$ cat src/core/spm_pkg.sv
// Purpose: Shared constants for the serial port block (modes 0 to 2)
// Assumes: One 8-bit register port with 2-bit address, 25 MHz clock = oscillator
// Notes:   Register offsets and control bit positions are fixed here
package spm_pkg;
    // Register offsets on the plain register port
    localparam logic [1:0] ADDR_BUFFER  = 2'h0;
    localparam logic [1:0] ADDR_CONTROL = 2'h1;
    localparam logic [1:0] ADDR_POWER   = 2'h2;

    // Serial control field positions
    localparam int CTL_MODE_HI = 7;
    localparam int CTL_MODE_LO = 6;
    localparam int CTL_QUAL    = 5;
    localparam int CTL_REN     = 4;
    localparam int CTL_TB8     = 3;
    localparam int CTL_RB8     = 2;
    localparam int CTL_TI      = 1;
    localparam int CTL_RI      = 0;
    // Power control field position
    localparam int PWR_DOUBLE  = 7;

    // Reset values
    localparam logic [7:0] CTL_RESET = 8'h00;
    localparam logic [7:0] PWR_RESET = 8'h00;
    localparam logic       LINE_IDLE = 1'b1;

    // Operating modes
    typedef enum logic [1:0] {
        SPM_MODE_SYNC   = 2'b00,
        SPM_MODE_TIMER  = 2'b01,
        SPM_MODE_OSC    = 2'b10,
        SPM_MODE_UNUSED = 2'b11
    } spm_mode_e;

    // Asynchronous receiver states
    typedef enum logic [1:0] {
        SPM_RX_IDLE  = 2'b00,
        SPM_RX_START = 2'b01,
        SPM_RX_DATA  = 2'b10,
        SPM_RX_STOP  = 2'b11
    } spm_rx_e;

    // Mode 0 bit timing, in clock periods
    localparam logic [3:0] M0_SLOW_PERIOD = 4'hc;
    localparam logic [3:0] M0_SLOW_FALL   = 4'h3;
    localparam logic [3:0] M0_SLOW_LOW    = 4'h6;
    localparam logic [3:0] M0_FAST_PERIOD = 4'h4;
    localparam logic [3:0] M0_FAST_FALL   = 4'h1;
    localparam logic [3:0] M0_FAST_LOW    = 4'h2;
    localparam logic [2:0] M0_LAST_BIT    = 3'h7;

    // Oversampling counter states (8th, 9th, 10th) and rollover state
    localparam logic [3:0] OVS_SAMPLE_A = 4'h7;
    localparam logic [3:0] OVS_SAMPLE_B = 4'h8;
    localparam logic [3:0] OVS_SAMPLE_C = 4'h9;
    localparam logic [3:0] OVS_LAST     = 4'hf;

    // Frame lengths and last data bit indices
    localparam logic [3:0] M1_FRAME_BITS = 4'ha;
    localparam logic [3:0] M2_FRAME_BITS = 4'hb;
    localparam logic [3:0] M1_LAST_DATA  = 4'h7;
    localparam logic [3:0] M2_LAST_DATA  = 4'h8;
endpackage : spm_pkg

$ cat src/core/spm_serial_port.sv
// Purpose: Serial port, synchronous mode 0 and asynchronous modes 1 and 2
// Assumes: timer_overflow is a one-cycle pulse from logic on the same clock
// Notes:   Mode 3 code selects no engine; the port then stays idle
//
// Functional notes
// - Buffer write loads transmitter, read returns receiver
// - Mode 0: data on rxd, clock on txd
// - Mode 0 rate twelfth or quarter by qualifier
// - Fast mode 0: data 1 before fall, low 2
// - Slow mode 0: data 3 before fall, low 6
// - Mode 0 transmit flag set after eighth bit
// - Mode 0 receive needs enable and clear flag
// - Mode 0 receive flag set, blocks further reception
// - Mode 1 ten-bit frame, stop into ninth
// - Mode 1 rate from timer overflow divided
// - Async transmit bits follow divide-by-16 rollovers
// - Mode 1 transmit flag at tenth rollover
// - Falling edge resets receive oversampling counter
// - Majority of samples 8, 9, 10
// - Non-zero start bit aborts reception at once
// - Mode 1 accept only if flag clear, qualified
// - Search resumes in middle of stop bit
// - Mode 2 eleven-bit frame with ninth bit
// - Mode 2 rate oscillator by 16 or 32
// - Mode 2 transmit flag at eleventh rollover
// - Mode 2 accept only if flag clear, qualified
//
// Decided for this implementation: the register addresses and strobed register access.
`timescale 1ns/1ps
`default_nettype none
module spm_serial_port #(
    parameter int DATA_W = 8                   // Register and character width
) (
    input  wire logic       clock,             // 25 MHz oscillator clock
    input  wire logic       rst_b,             // Async reset, active low
    input  wire logic [1:0] addr,              // Register offset
    input  wire logic [7:0] wdata,             // Write data
    input  wire logic       wr,                // Write strobe
    input  wire logic       rd,                // Read strobe
    output logic      [7:0] rdata,             // Read data, cycle after rd
    input  wire logic       timer_overflow,    // Timer 1 overflow pulse
    input  wire logic       rxd_in,            // Receive data pin level
    output logic            rxd_out,           // Mode 0 transmit data
    output logic            rxd_oe_b,          // Low while driving rxd
    output logic            txd                // Serial out or shift clock
);
    // Only 8-bit characters are served by the shifters below
    if (DATA_W != 8) begin : g_width_check
        $error("spm_serial_port: DATA_W must be 8");
    end

    // Picks the slow or fast mode 0 timing figure
    function automatic logic [3:0] m0_pick(input logic fast, input logic [3:0] slow_v,
                                           input logic [3:0] fast_v);
        m0_pick = fast ? fast_v : slow_v;
    endfunction : m0_pick

    // Control and status
    spm_pkg::spm_mode_e mode;                  // Operating mode
    logic               qual;                  // Mode qualifier bit
    logic               ren;                   // Receive enable
    logic               tb8;                   // Transmit ninth bit
    logic               rb8;                   // Received ninth bit
    logic               ti;                    // Transmit complete flag
    logic               ri;                    // Receive flag
    logic               dbl;                   // Baud double select
    logic [7:0]         rx_buf;                // Receive buffer

    // Pin synchroniser: first stage feeds only the second
    logic               rxd_meta;              // First stage
    logic               rxd_sync;              // Second stage
    logic               rxd_prev;              // Edge history

    // Baud tick generation
    logic               tick_half;             // Divide-by-2 toggle
    logic [3:0]         tx_div;                // Transmit divide-by-16
    logic [3:0]         rx_div;                // Receive divide-by-16

    // Async transmitter
    logic [10:0]        tx_shift;              // Frame shifter
    logic [3:0]         tx_left;               // Bits still to drive
    logic               tx_busy;               // Frame in flight
    logic               tx_line;               // Line level
    logic               tx_done;               // Last bit driven pulse

    // Async receiver
    spm_pkg::spm_rx_e   rx_state;              // Receiver state
    logic [8:0]         rx_shift;              // Incoming bits
    logic [3:0]         rx_count;              // Data bits taken
    logic [1:0]         votes;                 // Early samples

    // Mode 0 sequencer
    logic               m0_busy;               // Frame running
    logic               m0_rx;                 // Direction is receive
    logic               m0_fast;               // Rate latched at start
    logic [3:0]         m0_phase;              // Position in bit time
    logic [2:0]         m0_bit;                // Bit index
    logic [7:0]         m0_shift;              // Shift register
    logic               shift_clk;             // Shift clock level
    logic               m0_done_tx;            // Transmit finished pulse
    logic               m0_done_rx;            // Receive finished pulse

    // Bus decode
    wire bus_buf_wr  = wr && (addr == spm_pkg::ADDR_BUFFER);
    wire bus_ctl_wr  = wr && (addr == spm_pkg::ADDR_CONTROL);
    wire bus_pwr_wr  = wr && (addr == spm_pkg::ADDR_POWER);
    wire is_sync     = (mode == spm_pkg::SPM_MODE_SYNC);
    wire is_osc      = (mode == spm_pkg::SPM_MODE_OSC);
    wire is_async    = (mode == spm_pkg::SPM_MODE_TIMER) || is_osc;

    // Oversampling tick: oscillator in mode 2, timer overflow in mode 1
    wire tick_src    = is_osc ? 1'b1 : timer_overflow;
    wire tick        = tick_src && (dbl || tick_half);
    wire tx_roll     = tick && (tx_div == spm_pkg::OVS_LAST);
    wire rx_decide   = tick && (rx_div == spm_pkg::OVS_SAMPLE_C);
    wire rx_bit      = (votes[0] & votes[1]) | (votes[0] & rxd_sync)
                     | (votes[1] & rxd_sync);
    wire rx_fall     = rxd_prev && !rxd_sync;

    // Mode 0 timing points
    wire [3:0] m0_fall = m0_pick(m0_fast, spm_pkg::M0_SLOW_FALL, spm_pkg::M0_FAST_FALL);
    wire [3:0] m0_rise = m0_fall
                       + m0_pick(m0_fast, spm_pkg::M0_SLOW_LOW, spm_pkg::M0_FAST_LOW);
    wire [3:0] m0_end  = m0_pick(m0_fast, spm_pkg::M0_SLOW_PERIOD,
                                 spm_pkg::M0_FAST_PERIOD) - 4'h1;
    wire m0_last       = (m0_phase == m0_end);
    wire [3:0] m0_next = m0_phase + 4'h1;                                 // Phase after this edge
    // Clock moves on the edge into its phase, so the level holds for that whole phase
    wire m0_go_low     = (m0_next == m0_fall);
    // At the quarter rate the low time is shorter than the pin synchroniser,
    // so a partner that answers the falling edge is not seen in time
    wire m0_go_high    = (m0_next == m0_rise);

    // Start conditions; writes during a running frame are dropped
    wire m0_tx_start = bus_buf_wr && is_sync && !m0_busy;
    // The flag lands a cycle after the frame ends; wait for it before restarting
    wire m0_rx_start = is_sync && ren && !ri && !m0_busy && !bus_buf_wr
                     && !m0_done_rx;
    wire tx_start    = bus_buf_wr && is_async && !tx_busy;

    // Receive frame interpretation
    wire       last_data = (rx_count == (is_osc ? spm_pkg::M2_LAST_DATA
                                                : spm_pkg::M1_LAST_DATA));
    wire [7:0] rx_data   = is_osc ? rx_shift[7:0] : rx_shift[8:1];
    wire       rx_ninth  = is_osc ? rx_shift[8] : rx_bit;
    wire rx_accept = (rx_state == spm_pkg::SPM_RX_STOP) && rx_decide
                   && !ri && (!qual || rx_ninth);

    // Flag set events, set wins over a software clear
    wire ti_set = m0_done_tx || tx_done;
    wire ri_set = m0_done_rx || rx_accept;

    // Two-stage synchroniser on the receive pin
    always_ff @(posedge clock or negedge rst_b)
    begin
        if (!rst_b)
        begin
            rxd_meta <= spm_pkg::LINE_IDLE;
            rxd_sync <= spm_pkg::LINE_IDLE;
            rxd_prev <= spm_pkg::LINE_IDLE;
        end
        else
        begin
            rxd_meta <= rxd_in;
            rxd_sync <= rxd_meta;
            rxd_prev <= rxd_sync;
        end
    end

    // Control register and flags
    always_ff @(posedge clock or negedge rst_b)
    begin
        if (!rst_b)
        begin
            mode <= spm_pkg::SPM_MODE_SYNC;
            qual <= spm_pkg::CTL_RESET[spm_pkg::CTL_QUAL];
            ren  <= spm_pkg::CTL_RESET[spm_pkg::CTL_REN];
            tb8  <= spm_pkg::CTL_RESET[spm_pkg::CTL_TB8];
            rb8  <= spm_pkg::CTL_RESET[spm_pkg::CTL_RB8];
            ti   <= spm_pkg::CTL_RESET[spm_pkg::CTL_TI];
            ri   <= spm_pkg::CTL_RESET[spm_pkg::CTL_RI];
            dbl  <= spm_pkg::PWR_RESET[spm_pkg::PWR_DOUBLE];
        end
        else
        begin
            if (bus_ctl_wr)
            begin
                mode <= spm_pkg::spm_mode_e'(wdata[spm_pkg::CTL_MODE_HI:spm_pkg::CTL_MODE_LO]);
                qual <= wdata[spm_pkg::CTL_QUAL];
                ren  <= wdata[spm_pkg::CTL_REN];
                tb8  <= wdata[spm_pkg::CTL_TB8];
            end
            if (bus_pwr_wr)
                dbl <= wdata[spm_pkg::PWR_DOUBLE];
            // Hardware load of the ninth bit beats software
            if (rx_accept)
                rb8 <= rx_ninth;
            else if (bus_ctl_wr)
                rb8 <= wdata[spm_pkg::CTL_RB8];
            ti <= (bus_ctl_wr ? wdata[spm_pkg::CTL_TI] : ti) | ti_set;
            ri <= (bus_ctl_wr ? wdata[spm_pkg::CTL_RI] : ri) | ri_set;
        end
    end

    // Receive buffer, loaded by either engine
    always_ff @(posedge clock or negedge rst_b)
    begin
        if (!rst_b)
            rx_buf <= 8'h00;
        else if (rx_accept)
            rx_buf <= rx_data;
        else if (m0_done_rx)
            rx_buf <= m0_shift;
    end

    // Register read port, data one cycle after the strobe
    always_ff @(posedge clock or negedge rst_b)
    begin
        if (!rst_b)
            rdata <= 8'h00;
        else if (rd)
        begin
            case (addr)
                spm_pkg::ADDR_BUFFER:  rdata <= rx_buf;
                spm_pkg::ADDR_CONTROL: rdata <= {mode, qual, ren, tb8, rb8, ti, ri};
                spm_pkg::ADDR_POWER:   rdata <= {dbl, 7'h00};
                default:               rdata <= 8'h00;
            endcase
        end
    end

    // Baud dividers; the transmit counter runs free
    always_ff @(posedge clock or negedge rst_b)
    begin
        if (!rst_b)
        begin
            tick_half <= 1'b0;
            tx_div    <= 4'h0;
        end
        else
        begin
            if (tick_src)
                tick_half <= !tick_half;
            if (tick)
                tx_div <= tx_div + 4'h1;
        end
    end

    // Async transmitter: bits move only on rollovers, not on the write
    always_ff @(posedge clock or negedge rst_b)
    begin
        if (!rst_b)
        begin
            tx_shift <= 11'h7ff;
            tx_left  <= 4'h0;
            tx_busy  <= 1'b0;
            tx_line  <= spm_pkg::LINE_IDLE;
            tx_done  <= 1'b0;
        end
        else
        begin
            tx_done <= 1'b0;
            if (tx_start)
            begin
                tx_busy  <= 1'b1;
                tx_shift <= {1'b1, (is_osc ? tb8 : 1'b1), wdata, 1'b0};
                tx_left  <= is_osc ? spm_pkg::M2_FRAME_BITS : spm_pkg::M1_FRAME_BITS;
            end
            else if (tx_busy && tx_roll)
            begin
                tx_line  <= tx_shift[0];
                tx_shift <= {1'b1, tx_shift[10:1]};
                tx_left  <= tx_left - 4'h1;
                if (tx_left == 4'h1)
                begin
                    tx_busy <= 1'b0;
                    tx_done <= 1'b1;
                end
            end
        end
    end

    // Async receiver with edge search and three-sample vote
    always_ff @(posedge clock or negedge rst_b)
    begin
        if (!rst_b)
        begin
            rx_state <= spm_pkg::SPM_RX_IDLE;
            rx_div   <= 4'h0;
            rx_shift <= 9'h000;
            rx_count <= 4'h0;
            votes    <= 2'b11;
        end
        else
        begin
            if (tick && rx_div == spm_pkg::OVS_SAMPLE_A)
                votes[0] <= rxd_sync;
            if (tick && rx_div == spm_pkg::OVS_SAMPLE_B)
                votes[1] <= rxd_sync;
            if (tick)
                rx_div <= rx_div + 4'h1;
            case (rx_state)
                spm_pkg::SPM_RX_IDLE:
                begin
                    if (is_async && ren && rx_fall)
                    begin
                        rx_div   <= 4'h0;
                        rx_count <= 4'h0;
                        rx_state <= spm_pkg::SPM_RX_START;
                    end
                end
                spm_pkg::SPM_RX_START:
                begin
                    if (rx_decide)
                        rx_state <= rx_bit ? spm_pkg::SPM_RX_IDLE
                                           : spm_pkg::SPM_RX_DATA;
                end
                spm_pkg::SPM_RX_DATA:
                begin
                    if (rx_decide)
                    begin
                        rx_shift <= {rx_bit, rx_shift[8:1]};
                        rx_count <= rx_count + 4'h1;
                        if (last_data)
                            rx_state <= spm_pkg::SPM_RX_STOP;
                    end
                end
                spm_pkg::SPM_RX_STOP:
                begin
                    // Decided in mid stop bit; searching resumes here
                    if (rx_decide)
                        rx_state <= spm_pkg::SPM_RX_IDLE;
                end
                default: rx_state <= spm_pkg::SPM_RX_IDLE;
            endcase
            // Leaving the async modes or disabling drops a frame
            if (!is_async || !ren)
                rx_state <= spm_pkg::SPM_RX_IDLE;
        end
    end

    // Mode 0 sequencer; rate latched so a mid-frame write cannot warp it
    always_ff @(posedge clock or negedge rst_b)
    begin
        if (!rst_b)
        begin
            m0_busy    <= 1'b0;
            m0_rx      <= 1'b0;
            m0_fast    <= 1'b0;
            m0_phase   <= 4'h0;
            m0_bit     <= 3'h0;
            m0_shift   <= 8'h00;
            shift_clk  <= 1'b1;
            m0_done_tx <= 1'b0;
            m0_done_rx <= 1'b0;
        end
        else
        begin
            m0_done_tx <= 1'b0;
            m0_done_rx <= 1'b0;
            if (!m0_busy)
            begin
                m0_phase <= 4'h0;
                m0_bit   <= 3'h0;
                if (m0_tx_start || m0_rx_start)
                begin
                    m0_busy  <= 1'b1;
                    m0_rx    <= m0_rx_start;
                    m0_fast  <= qual;
                    m0_shift <= m0_tx_start ? wdata : 8'h00;
                end
            end
            else
            begin
                m0_phase <= m0_last ? 4'h0 : m0_phase + 4'h1;
                if (m0_go_low)
                    shift_clk <= 1'b0;
                if (m0_go_high)
                begin
                    shift_clk <= 1'b1;
                    if (m0_rx)
                        m0_shift <= {rxd_sync, m0_shift[7:1]};
                end
                if (m0_last)
                begin
                    m0_bit <= m0_bit + 3'h1;
                    if (!m0_rx)
                        m0_shift <= {1'b0, m0_shift[7:1]};
                    if (m0_bit == spm_pkg::M0_LAST_BIT)
                    begin
                        m0_busy    <= 1'b0;
                        m0_done_tx <= !m0_rx;
                        m0_done_rx <= m0_rx;
                    end
                end
            end
        end
    end

    // Pin drivers, all registered
    always_ff @(posedge clock or negedge rst_b)
    begin
        if (!rst_b)
        begin
            txd      <= spm_pkg::LINE_IDLE;
            rxd_out  <= spm_pkg::LINE_IDLE;
            rxd_oe_b <= 1'b1;
        end
        else
        begin
            txd      <= is_sync ? shift_clk : tx_line;
            rxd_out  <= m0_shift[0];
            rxd_oe_b <= !(m0_busy && !m0_rx);
        end
    end
endmodule : spm_serial_port
`default_nettype wire

$ cat config.mk
export PLATFORM = sky130hd
export DESIGN_NAME = spm_serial_port
export DESIGN_NICKNAME = d
export VERILOG_FILES = /design/src/core/spm_pkg.sv /design/src/core/spm_serial_port.sv
export SDC_FILE = /design/constraint.sdc
export NUM_CORES = 1
export LEC_CHECK = 0
export CORE_MARGIN = 1.5
export CORE_UTILIZATION = 54
export DETAILED_ROUTE_END_ITERATION = 16
export DONT_BUFFER_PORTS = 1
export PLACE_DENSITY = 0.77
export SYNTH_ARGS = -nofsm -noshare
export SYNTH_HDL_FRONTEND = slang
export SYNTH_SLANG_ARGS = --single-unit
$ cat constraint.sdc
create_clock -name clock -period 2.4 [get_ports clock]
set_clock_uncertainty 0.1 [all_clocks]
set_input_delay 0 -clock clock [delete_from_list [all_inputs] [get_ports clock]]
set_output_delay 0 -clock clock [all_outputs]
set_load 0.02 [all_outputs]
==> metrics.txt, run 1 <==
gr usage total 0.225; Syn Nets about 440; XOR/XNOR share of the synthesized area 0.0280; # nets final around 460; # rows 33; die width about 97 um; leakage about 2.3 nW; EDFF count, synth 0; vias per cell 6.06; routed len/inst between 15 and 20 um; # IOs 27; minimum clock period between 2 and 2.5 ns; CTS buffer count 9; status finished, final reports clean; Pint roughly 3.0 mW; synthesis-to-finish area growth 11.9%; switching share of power 0.283; Resized Gates After CTS 0; number of synthesized register bits 95; NetSw 1.20 mW; Starting Density 0.568; Worst Path Required roughly 2.6 ns; mapped cell area 4730 um2; drt first pass iters 5; I/O Buffers 0; PwrDens 799 nW/um2; clock latency at the later pin of the worst-skew pair 0.36 ns; crit start category flip-flop; Reg2Reg Setup Slack 0.22 ns; First DRT Iteration DRCs around 220; commonest cells after routing, fill and taps aside dfrtp_1 (75), mux2i_1 (36), nand2_1 (34); Synth async-reset ratio 1.00; sequential share of power 0.501; Slew Limit Fails 0; Top FF cell, synth dfrtp_1; simple-gate share of the synthesized area 0.130; Worst EP arrival around 2.4 ns; Clk pwr share 0.320; ant diodes 0; largest family of logic cells by synthesized area simple AND/OR/NAND/NOR gates; initial antenna violation count 0; Gate Count Post-Synth just over 400; post-synth cell types 65; Post-DP Area 4810 um2; Tightest Pin Transition 0.638 ns; clock root cell clkbuf_8; HP Class input port to flip-flop; Routed WL around 10000 um; vias in the first global route approximately 3300; Max FO, Critical Path 11; unrepaired setup endpoints after global routing false; CP Cell Sequence inv_1 -> ha_1 -> nand4bb_1 -> o211a_1 -> a31oi_1 -> o22a_1; clk buf depth 2; register area share after synthesis 0.507; maximum vdd drop roughly 0.00034 V; share of layout cells above drive strength 1 0.191; via count roughly 3300; HPWL after DPL 6890 um; clock transition at the registers of the reported paths 0.09 ns; total die area between 9000 and 10000 um2; Synth Area in Adders 0.0341; core area ~8300 um2; first-pass GRT wire length between 15000 and 20000 um; fmax roughly 460 MHz; commonest non-fill, non-tap cell in the layout dfrtp_1; Rel. slew slack 0.573; Final Setup Violations 0; Placer Congestion approximately 0.81; pin count of the biggest net entering global routing 96; CTS sink count 95; fin crit share 0.910; crit-path leading delay family compound AO/OA/AOI/OAI gates; Mapped Avg Cell Area roughly 12 um2; CTS tree yes; Synthesis Warnings 0; post-synthesis mux area share 0.129; number of remaining DRC errors 0; post-route ant nets 0; Final Instance Area roughly 5300 um2; final hold violations 0; Setup TNS 0 ns; Buffers & Inverters on Critical Path 1; Compound-Gate Fraction of Synth Area 0.128; die span in y ~97 um; max cap viols 0; critical path's largest stage delay 0.46 ns; Crit Path Category flip-flop to flip-flop; H-tree depth 3; global route overflow 0; crit end category flip-flop; combinational share of power 0.180; Crit-path slowest cell o211a_1
==> Yosys cell counts (4+ instances only) <==
| cell | count | area (um2) |
|---|---|---|
| nor2_1 | 20 | 75.1 |
| xor2_1 | 6 | 52.6 |
| a21o_1 | 8 | 60.1 |
| o22ai_1 | 9 | 56.3 |
| nand4_1 | 5 | 31.3 |
| dfrtp_1 | 75 | 1880 |
| mux2i_1 | 36 | 360 |
| nor2b_1 | 4 | 25.0 |
| ha_1 | 12 | 150 |
| buf_2 | 7 | 35.0 |
| buf_4 | 4 | 30.0 |
| o221ai_1 | 8 | 70.1 |
| o21ai_0 | 7 | 35.0 |
| o22a_1 | 8 | 70.1 |
| dfstp_2 | 20 | 526 |
| clkbuf_1 | 5 | 18.8 |
| a31oi_1 | 8 | 50.1 |
| nor3_1 | 6 | 30.0 |
| xnor2_1 | 6 | 52.6 |
| mux2_2 | 20 | 225 |
| nand2_1 | 34 | 128 |
| inv_1 | 22 | 82.6 |
| nand3_1 | 10 | 50.1 |
| a22o_1 | 8 | 70.1 |
| a21oi_1 | 8 | 40.0 |
==> routing by layer <==
layer  wire length [um]  vias up  global-route usage
met3                516        7              0.0448
met4                121        0              0.0713
met2               4940       91               0.360
met1               4690     1656               0.309
li1                   -     1521                   -
met5                  0        -                   0
==> registers in the layout (all words and copies together), names as in the netlist, 3 cells and up <==
name      count
tx_shift     10
rx_shift      9
m0_shift      8
rdata         8
rx_buf        8
m0_phase      4
rx_count      4
rx_div        4
tx_div        4
tx_left       4
m0_bit        3
==> per-stage QoR <==
step	utilization	total power, mW	setup slack (ns)	std cells	hold WS [ns]
after detailed placement	0.577	2.81	0.320	503	-0.392
after floorplan	-	2.63	0.445	409	-0.396
after global placement	0.577	2.76	0.393	503	-0.391
after CTS	0.635	4.24	0.232	540	0.00345
after global routing	0.635	4.43	0.0348	540	0.0330
final	0.635	4.23	0.216	540	0.0122
==> timing repair <==
action | 4_1_cts | 5_1_grt
hold buffers | 21 | 0
endpoints found under the hold margin | 138 | 0
buffers inserted | 0 | 0
==> power by group through the flow <==
stage | Combinational [mW] | Sequential [mW] | Clock (mW)
2_1_floorplan | 0.556 | 2.07 | 0
3_3_place_gp | 0.632 | 2.13 | 0
3_5_place_dp | 0.667 | 2.14 | 0
4_1_cts | 0.761 | 2.11 | 1.37
5_1_grt | 0.850 | 2.15 | 1.43
6_report | 0.761 | 2.12 | 1.35
==> area by class of cell <==
type	count	area, um2
timing repair buffer	30	295
sequential	95	2400
multi-input combinational	272	2130
fill	648	3040
clock buffer	10	128
tap	105	131
inverter	22	82.6
clock inverter	6	133
==> path summary, 6_finish.rpt <==
kind                                to  startpoint  cells after the start
setup / recovery           m0_shift[5]     mode[1]                      6
hold / removal                rdata[6]          rd                      2
setup reg to reg           m0_shift[5]     mode[1]                      6
hold reg to reg               rxd_sync    rxd_meta                      0
max in group asynchronous     votes[0]       rst_b                      2
min in group asynchronous        m0_rx       rst_b                      2
==> cells by family after synthesis <==
| logic type | count (synthesis) |
|---|---|
| xor+xnor | 13 |
| flops | 95 |
| fa+ha+maj | 13 |
| simple gates | 110 |
| mux | 58 |
| buf+inv | 42 |
| compound gates | 78 |
Power figures use the tool's default switching activity.
==> run 2: changes to the inputs <==
ABC_AREA = 1   (was default)
clock period = 2.1 ns   (was 2.4 ns; I/O delays follow)
==> run 2 against run 1 <==
Combinational power rose by 140%; final cell count rose by 36%; hold slack got worse by 0.80 ns; critical path depth rose by 5; routed wire length rose by 5.2%; register-to-register slack got worse by 0.10 ns; area after synthesis rose by 1.5%; die area rose by 1.4%; flip-flop and latch count did not move; global-route usage rose by 1.9 points; non-clock buffer count fell by 1; the run now ends with negative hold slack left.
==> metrics.txt, run 2 <==
Synth async-reset ratio 1.00 (unchanged); post-synth cell types 36 (-45%); Syn Nets 624 (+43%); drt first pass iters 5 (unchanged); Setup TNS 0 ns (unchanged); Post-DP Area 4920 um2 (+2.3%); number of synthesized register bits 95 (unchanged); max reg flops 10 (unchanged); crit start category flip-flop; Hold Slack -0.788 ns (-0.801 ns); HPWL after DPL 7540 um (+9.5%); fin cells 737 (+36%); # nets final 652 (+42%); mapped cell area 4800 um2 (+1.5%); ant diodes 0 (unchanged); pin count of the biggest net entering global routing 96 (unchanged); critical path's largest stage delay 0.39 ns (-0.07 ns); CTS buffer count 9 (unchanged); register area share after synthesis 0.500 (-0.00740); clk buf depth 2 (unchanged); Gate Count Post-Synth 596 (+46%); Pwr Total 5.95 mW (+40%); top flop regs tx_shift (10), rx_shift (9); area leader, netlist dfrtp_1; CP Cell Sequence inv_1 -> ha_2 -> inv_2 -> nand2_4 -> o21ai_4 -> nor2_2 -> nand4_4 -> buf_4 -> nor2_1 -> a21oi_1 -> nand2_1; max cap viols 0 (unchanged); CTS sink count 95 (unchanged); synthesis-to-finish area growth 11.6%; clock root cell clkbuf_8; global route overflow 0 (unchanged); share of layout cells above drive strength 1 0.108 (-0.0827); final hold violations 95 (+95); fmax 504 MHz (+10%); Final Instance Area 5360 um2 (+1.2%); routed len/inst 14.7 um (-23%); Top FF cell, synth dfrtp_1; clock transition at the registers of the reported paths 0.10 ns (about the same); placed insts 698 (+39%); failing checks negative hold slack; Routed WL 10800 um (+5.2%); Crit-path slowest cell dfrtp_1; Worst Path Required 2.33 ns (-0.27 ns); Worst EP arrival 2.21 ns (-0.17 ns); Max FO, Critical Path 10 (-1); Reg with most FFs tx_shift; Rel. slew slack 0.646 (+0.0730); Starting Density 0.554 (-0.0140); Crit Path Category flip-flop to flip-flop; Buffers & Inverters on Critical Path 3 (+2); vias per cell 5.48 (-9.6%); total die area 9470 um2 (+1.4%); CTS tree yes; clock latency at the later pin of the worst-skew pair 0.38 ns (+0.02 ns); Slew Limit Fails 0 (unchanged); maximum vdd drop 0.000939 V (+170%); first-pass GRT wire length 18700 um (+12%); initial antenna violation count 0 (unchanged); crit end category flip-flop; Placer Congestion 0.892 (+10%); leakage 2.64 nW (+13%); number of remaining DRC errors 0 (unchanged); HP Class input port to async pin; Post-synth top cells nand2_1 (167), nand3_1 (76), dfrtp_1 (75), inv_1 (75), o21ai_0 (49); die width 97.3 um (+0.71%); leading post-synthesis cells by cell area dfrtp_1 (39%), nand2_1 (13%), dfstp_2 (11%), nand3_1 (7.9%), inv_1 (5.9%); Final Setup Violations 0 (unchanged); fin crit share 0.945 (+0.0345); via count 4040 (+23%); Tightest Pin Transition 0.529 ns (-0.109 ns); commonest non-fill, non-tap cell in the layout nand2_1; post-route ant nets 0 (unchanged); minimum clock period 1.98 ns (-0.200 ns); I/O Buffers 0 (unchanged); commonest cells after routing, fill and taps aside nand2_1 (167), nand3_1 (76), inv_1 (75), dfrtp_1 (75), o21ai_0 (49); PwrDens 1110 nW/um2 (+39%); gr usage total 0.244 (+0.0190); Post-CTS Hold Buffers 18 (-14%); top cell type's share of synthesized area 0.391 (-0.00578); Mapped Avg Cell Area 8.06 um2 (-30%); vias in the first global route 3921 (+20%); First DRT Iteration DRCs 241 (+11%); status finished, violations left; count leader, synth nand2_1; die span in y 97.3 um (+0.71%); H-tree depth 3 (unchanged); # IOs 27 (unchanged); # rows 34 (+3.0%); EDFF count, synth 0 (unchanged); crit-path leading delay family simple AND/OR/NAND/NOR gates; Synthesis Warnings 0 (unchanged); core area 8680 um2 (+4.1%)
run 2: cell types whose count changed after synthesis, sizes merged, moves of 9 or more:
cell / previous run / this run
mux2: 21 / 1
o22ai: 9 / 0
nand2: 35 / 171
a21oi: 9 / 18
mux2i: 37 / 0
o21ai: 7 / 50
inv: 22 / 78
nor2: 22 / 43
o221ai: 9 / 0
buf: 15 / 5
nand3: 10 / 77
run 2: timing repair:
action,in CTS,in global routing
setup buffers,0,5
gates resized for setup,0,6
hold endpoints to repair,136,95
setup endpoints to repair,0,33
run 2: where the power goes:
group / total (mW) / internal, mW / switching (mW)
combinational: 1.84 / 0.684 / 1.15
sequential: 2.96 / 2.43 / 0.527
clock: 1.15 / 0.455 / 0.697
total: 5.95 / 3.57 / 2.38
run 2: per-stage QoR:
stage | utilization | setup WS [ns]
6_report | 0.618 | 0.116
5_1_grt | 0.618 | -0.00326
4_1_cts | 0.610 | 0.0723
3_5_place_dp | 0.567 | 0.102
3_3_place_gp | 0.567 | 0.155
2_1_floorplan | - | 0.318
run 2: cell type report:
cell class / count / area (um2)
clock buffer: 9 / 124
tap: 108 / 135
clock inverter: 7 / 63.8
multi-input combinational: 408 / 2070
fill: 733 / 3320
inverter: 81 / 304
sequential: 95 / 2400
timing repair buffer: 29 / 263
run 2: per-layer routing:
layer	wire length [um]	GRT usage	vias up
met5	0	0	-
met3	566	0.0424	18
met4	209	0.0747	0
met2	5180	0.394	125
met1	4860	0.339	1918
li1	-	-	1979
run 2: cells by family after synthesis:
logic type      share of synthesized area
mux                               0.00234
compound gates                     0.0961
simple gates                        0.280
fa+ha+maj                          0.0312
buf+inv                            0.0758
flops                               0.500
xor+xnor                           0.0146
run 2: worst paths after layout:
kind / startpoint / endpoint / slack, ns / depth (start not counted)
hold / removal: rst_b / rx_shift[1] / -0.79 / 0
max in group asynchronous: rst_b / votes[1] / 2.47 / 0
setup reg to reg: mode[0] / tx_shift[7] / 0.12 / 11
setup / recovery: mode[0] / tx_shift[7] / 0.12 / 11
min in group clock: rxd_in / rxd_meta / 0.06 / 1
hold reg to reg: rxd_meta / rxd_sync / 0.26 / 0
==> run 3: changes to the inputs <==
ABC_AREA = default   (was 1)
clock period = 2 ns   (was 2.1 ns; I/O delays follow)
==> run 3 against run 2 <==
The run still ends with negative hold slack left; cell area up 0.12%; clock power grew 7%; sequential power shrank 15%; sequential share of layout area is 0.052 points lower; final cell count decreased by 25%; routed wire length is 6.0% lower; first-iteration DRC count grew 11%; flip-flop and latch count did not move.
==> metrics.txt, run 3 (synthesis gave the netlist of run 1 again) <==
Slew Limit Fails 0 (unchanged); via count 3295 (-18%); PwrDens 875 nW/um2 (-21%); Hold Slack -0.777 ns (+0.0113 ns); initial antenna violation count 0 (unchanged); final hold violations 95 (unchanged); Crit Path Category flip-flop to flip-flop; clock latency at the later pin of the worst-skew pair 0.36 ns (-0.02 ns); CTS tree yes; Reg2Reg Setup Slack 0.08 ns (-0.04 ns); leakage 2.37 nW (-10%); Starting Density 0.568 (+0.0140); commonest cells after routing, fill and taps aside dfrtp_1 (75), mux2i_1 (36), nand2_1 (34); Setup TNS 0 ns (unchanged); CP Cell Sequence ha_4 -> and3b_2 -> o2111ai_4 -> and3_4 -> o22a_1; minimum clock period 1.92 ns (-0.0619 ns); vias in the first global route 3202 (-18%); drt first pass iters 4 (-1); failing checks negative hold slack; gr usage total 0.221 (-0.0229); routed len/inst 18.5 um (+26%); core area 8340 um2 (-3.9%); ant diodes 0 (unchanged); Critical path destination m0_shift[5]; pre-CTS setup slack 0.0581 ns (-0.0439 ns); fmax 520 MHz (+3.2%); HP Class input port to async pin; unrepaired setup endpoints after global routing false; HPWL after DPL 6810 um (-9.7%); Tightest Pin Transition 0.614 ns (+0.0856 ns); die width 96.6 um (-0.71%); fin crit share 0.961 (+0.0163); crit end category flip-flop; Worst Path Required 2.14 ns (-0.19 ns); clock transition at the registers of the reported paths 0.09 ns (about the same); Final Setup Violations 0 (unchanged); top flop regs tx_shift (10), rx_shift (9); CTS sink count 95 (unchanged); first-pass GRT wire length 16500 um (-12%); # rows 33 (-2.9%); Rel. slew slack 0.590 (-0.0561); Routed WL 10200 um (-6.0%); clk buf depth 2 (unchanged); critical path's largest stage delay 0.44 ns (+0.05 ns); pin count of the biggest net entering global routing 96 (unchanged); number of remaining DRC errors 0 (unchanged); Post-CTS Hold Buffers 18 (unchanged); final worst slack 0.0783 ns (-0.0381 ns); max reg flops 10 (unchanged); # IOs 27 (unchanged); vias per cell 5.98 (+9.1%); CTS buffer count 9 (unchanged); First DRT Iteration DRCs 268 (+11%); global route overflow 0 (unchanged); die span in y 96.6 um (-0.71%); crit-path leading delay family simple AND/OR/NAND/NOR gates; FF-to-FF Start m0_phase[1]; CP Depth 5 (-6); status finished, violations left; share of layout cells above drive strength 1 0.220 (+0.112); Buffers & Inverters on Critical Path 0 (-3); FF-to-FF End m0_shift[5]; Pwr Total 4.70 mW (-21%); Worst EP arrival 2.07 ns (-0.14 ns); Placer Congestion 0.827 (-7.3%); clock root cell clkbuf_8; max cap viols 0 (unchanged); total die area 9340 um2 (-1.4%); # nets final 469 (-28%); I/O Buffers 0 (unchanged); H-tree depth 3 (unchanged); crit start category flip-flop; maximum vdd drop 0.000378 V (-60%); worst reg2reg path depth 5 (-6); Max FO, Critical Path 7 (-3); synthesis-to-finish area growth 13.4%; CP startpoint m0_phase[1]; Reg with most FFs tx_shift; post-route ant nets 0 (unchanged); commonest non-fill, non-tap cell in the layout dfrtp_1; Crit-path slowest cell dfrtp_1
run 3: cell count changes in the layout (fill, tap and decap cells not counted), moves of 9 or more:
| cell | previous run | this run |
|---|---|---|
| nor2_1 | 35 | 20 |
| o21ai_0 | 49 | 7 |
| mux2_2 | 1 | 20 |
| a21oi_1 | 18 | 8 |
| nand2_1 | 167 | 34 |
| o22ai_1 | 0 | 9 |
| nand3_1 | 76 | 10 |
| inv_1 | 75 | 22 |
| mux2i_1 | 0 | 36 |
run 3: metrics by stage:
stage                      util  hold WS (ns)  instances  area (um2)
after floorplan               -        -0.396        409        4730
after global placement    0.588        -0.392        514        4910
after detailed placement  0.588        -0.392        514        4910
after CTS                 0.636        -0.792        550        5300
after global routing      0.644        -0.803        551        5370
final                     0.644        -0.777        551        5370
run 3: how the worst min path moves through the flow:
stage	start	end	slack, ns
after CTS	rst_b	rx_div[2]	-0.79
after detailed placement	rst_b	tx_left[1]	-0.39
after floorplan	rst_b	dbl	-0.40
after global placement	rst_b	tx_left[1]	-0.39
final	rst_b	tx_left[0]	-0.78
after global routing	rst_b	m0_phase[1]	-0.80
run 3: repair_timing:
action | 4_1_cts | 5_1_grt
buffers inserted | 2 | 0
endpoints found under the setup margin | 1 | 13
pin swaps | 1 | 2
resized for setup | 0 | 7
endpoints found under the hold margin | 140 | 95
cloned | 0 | 1
run 3: routing by layer:
metal	GRT usage	vias to the layer above	wire length (um)
li1	-	1548	-
met1	0.316	1653	4680
met2	0.338	78	4830
met3	0.0513	16	486
met4	0.0658	0	169
met5	0	-	0
run 3: final cells by class:
| type | count | area (um2) |
|---|---|---|
| fillers | 632 | 2970 |
| inverters | 22 | 82.6 |
| repair buffers | 40 | 377 |
| multi-input cells | 273 | 2190 |
| flip-flops and latches | 95 | 2400 |
| clock buffers | 11 | 153 |
| clock inverters | 5 | 36.3 |
| well taps | 105 | 131 |
run 3: power breakdown:
group / switching, mW / internal [mW]
combinational: 0.465 / 0.475
clock: 0.694 / 0.538
sequential: 0.271 / 2.25
total: 1.43 / 3.27
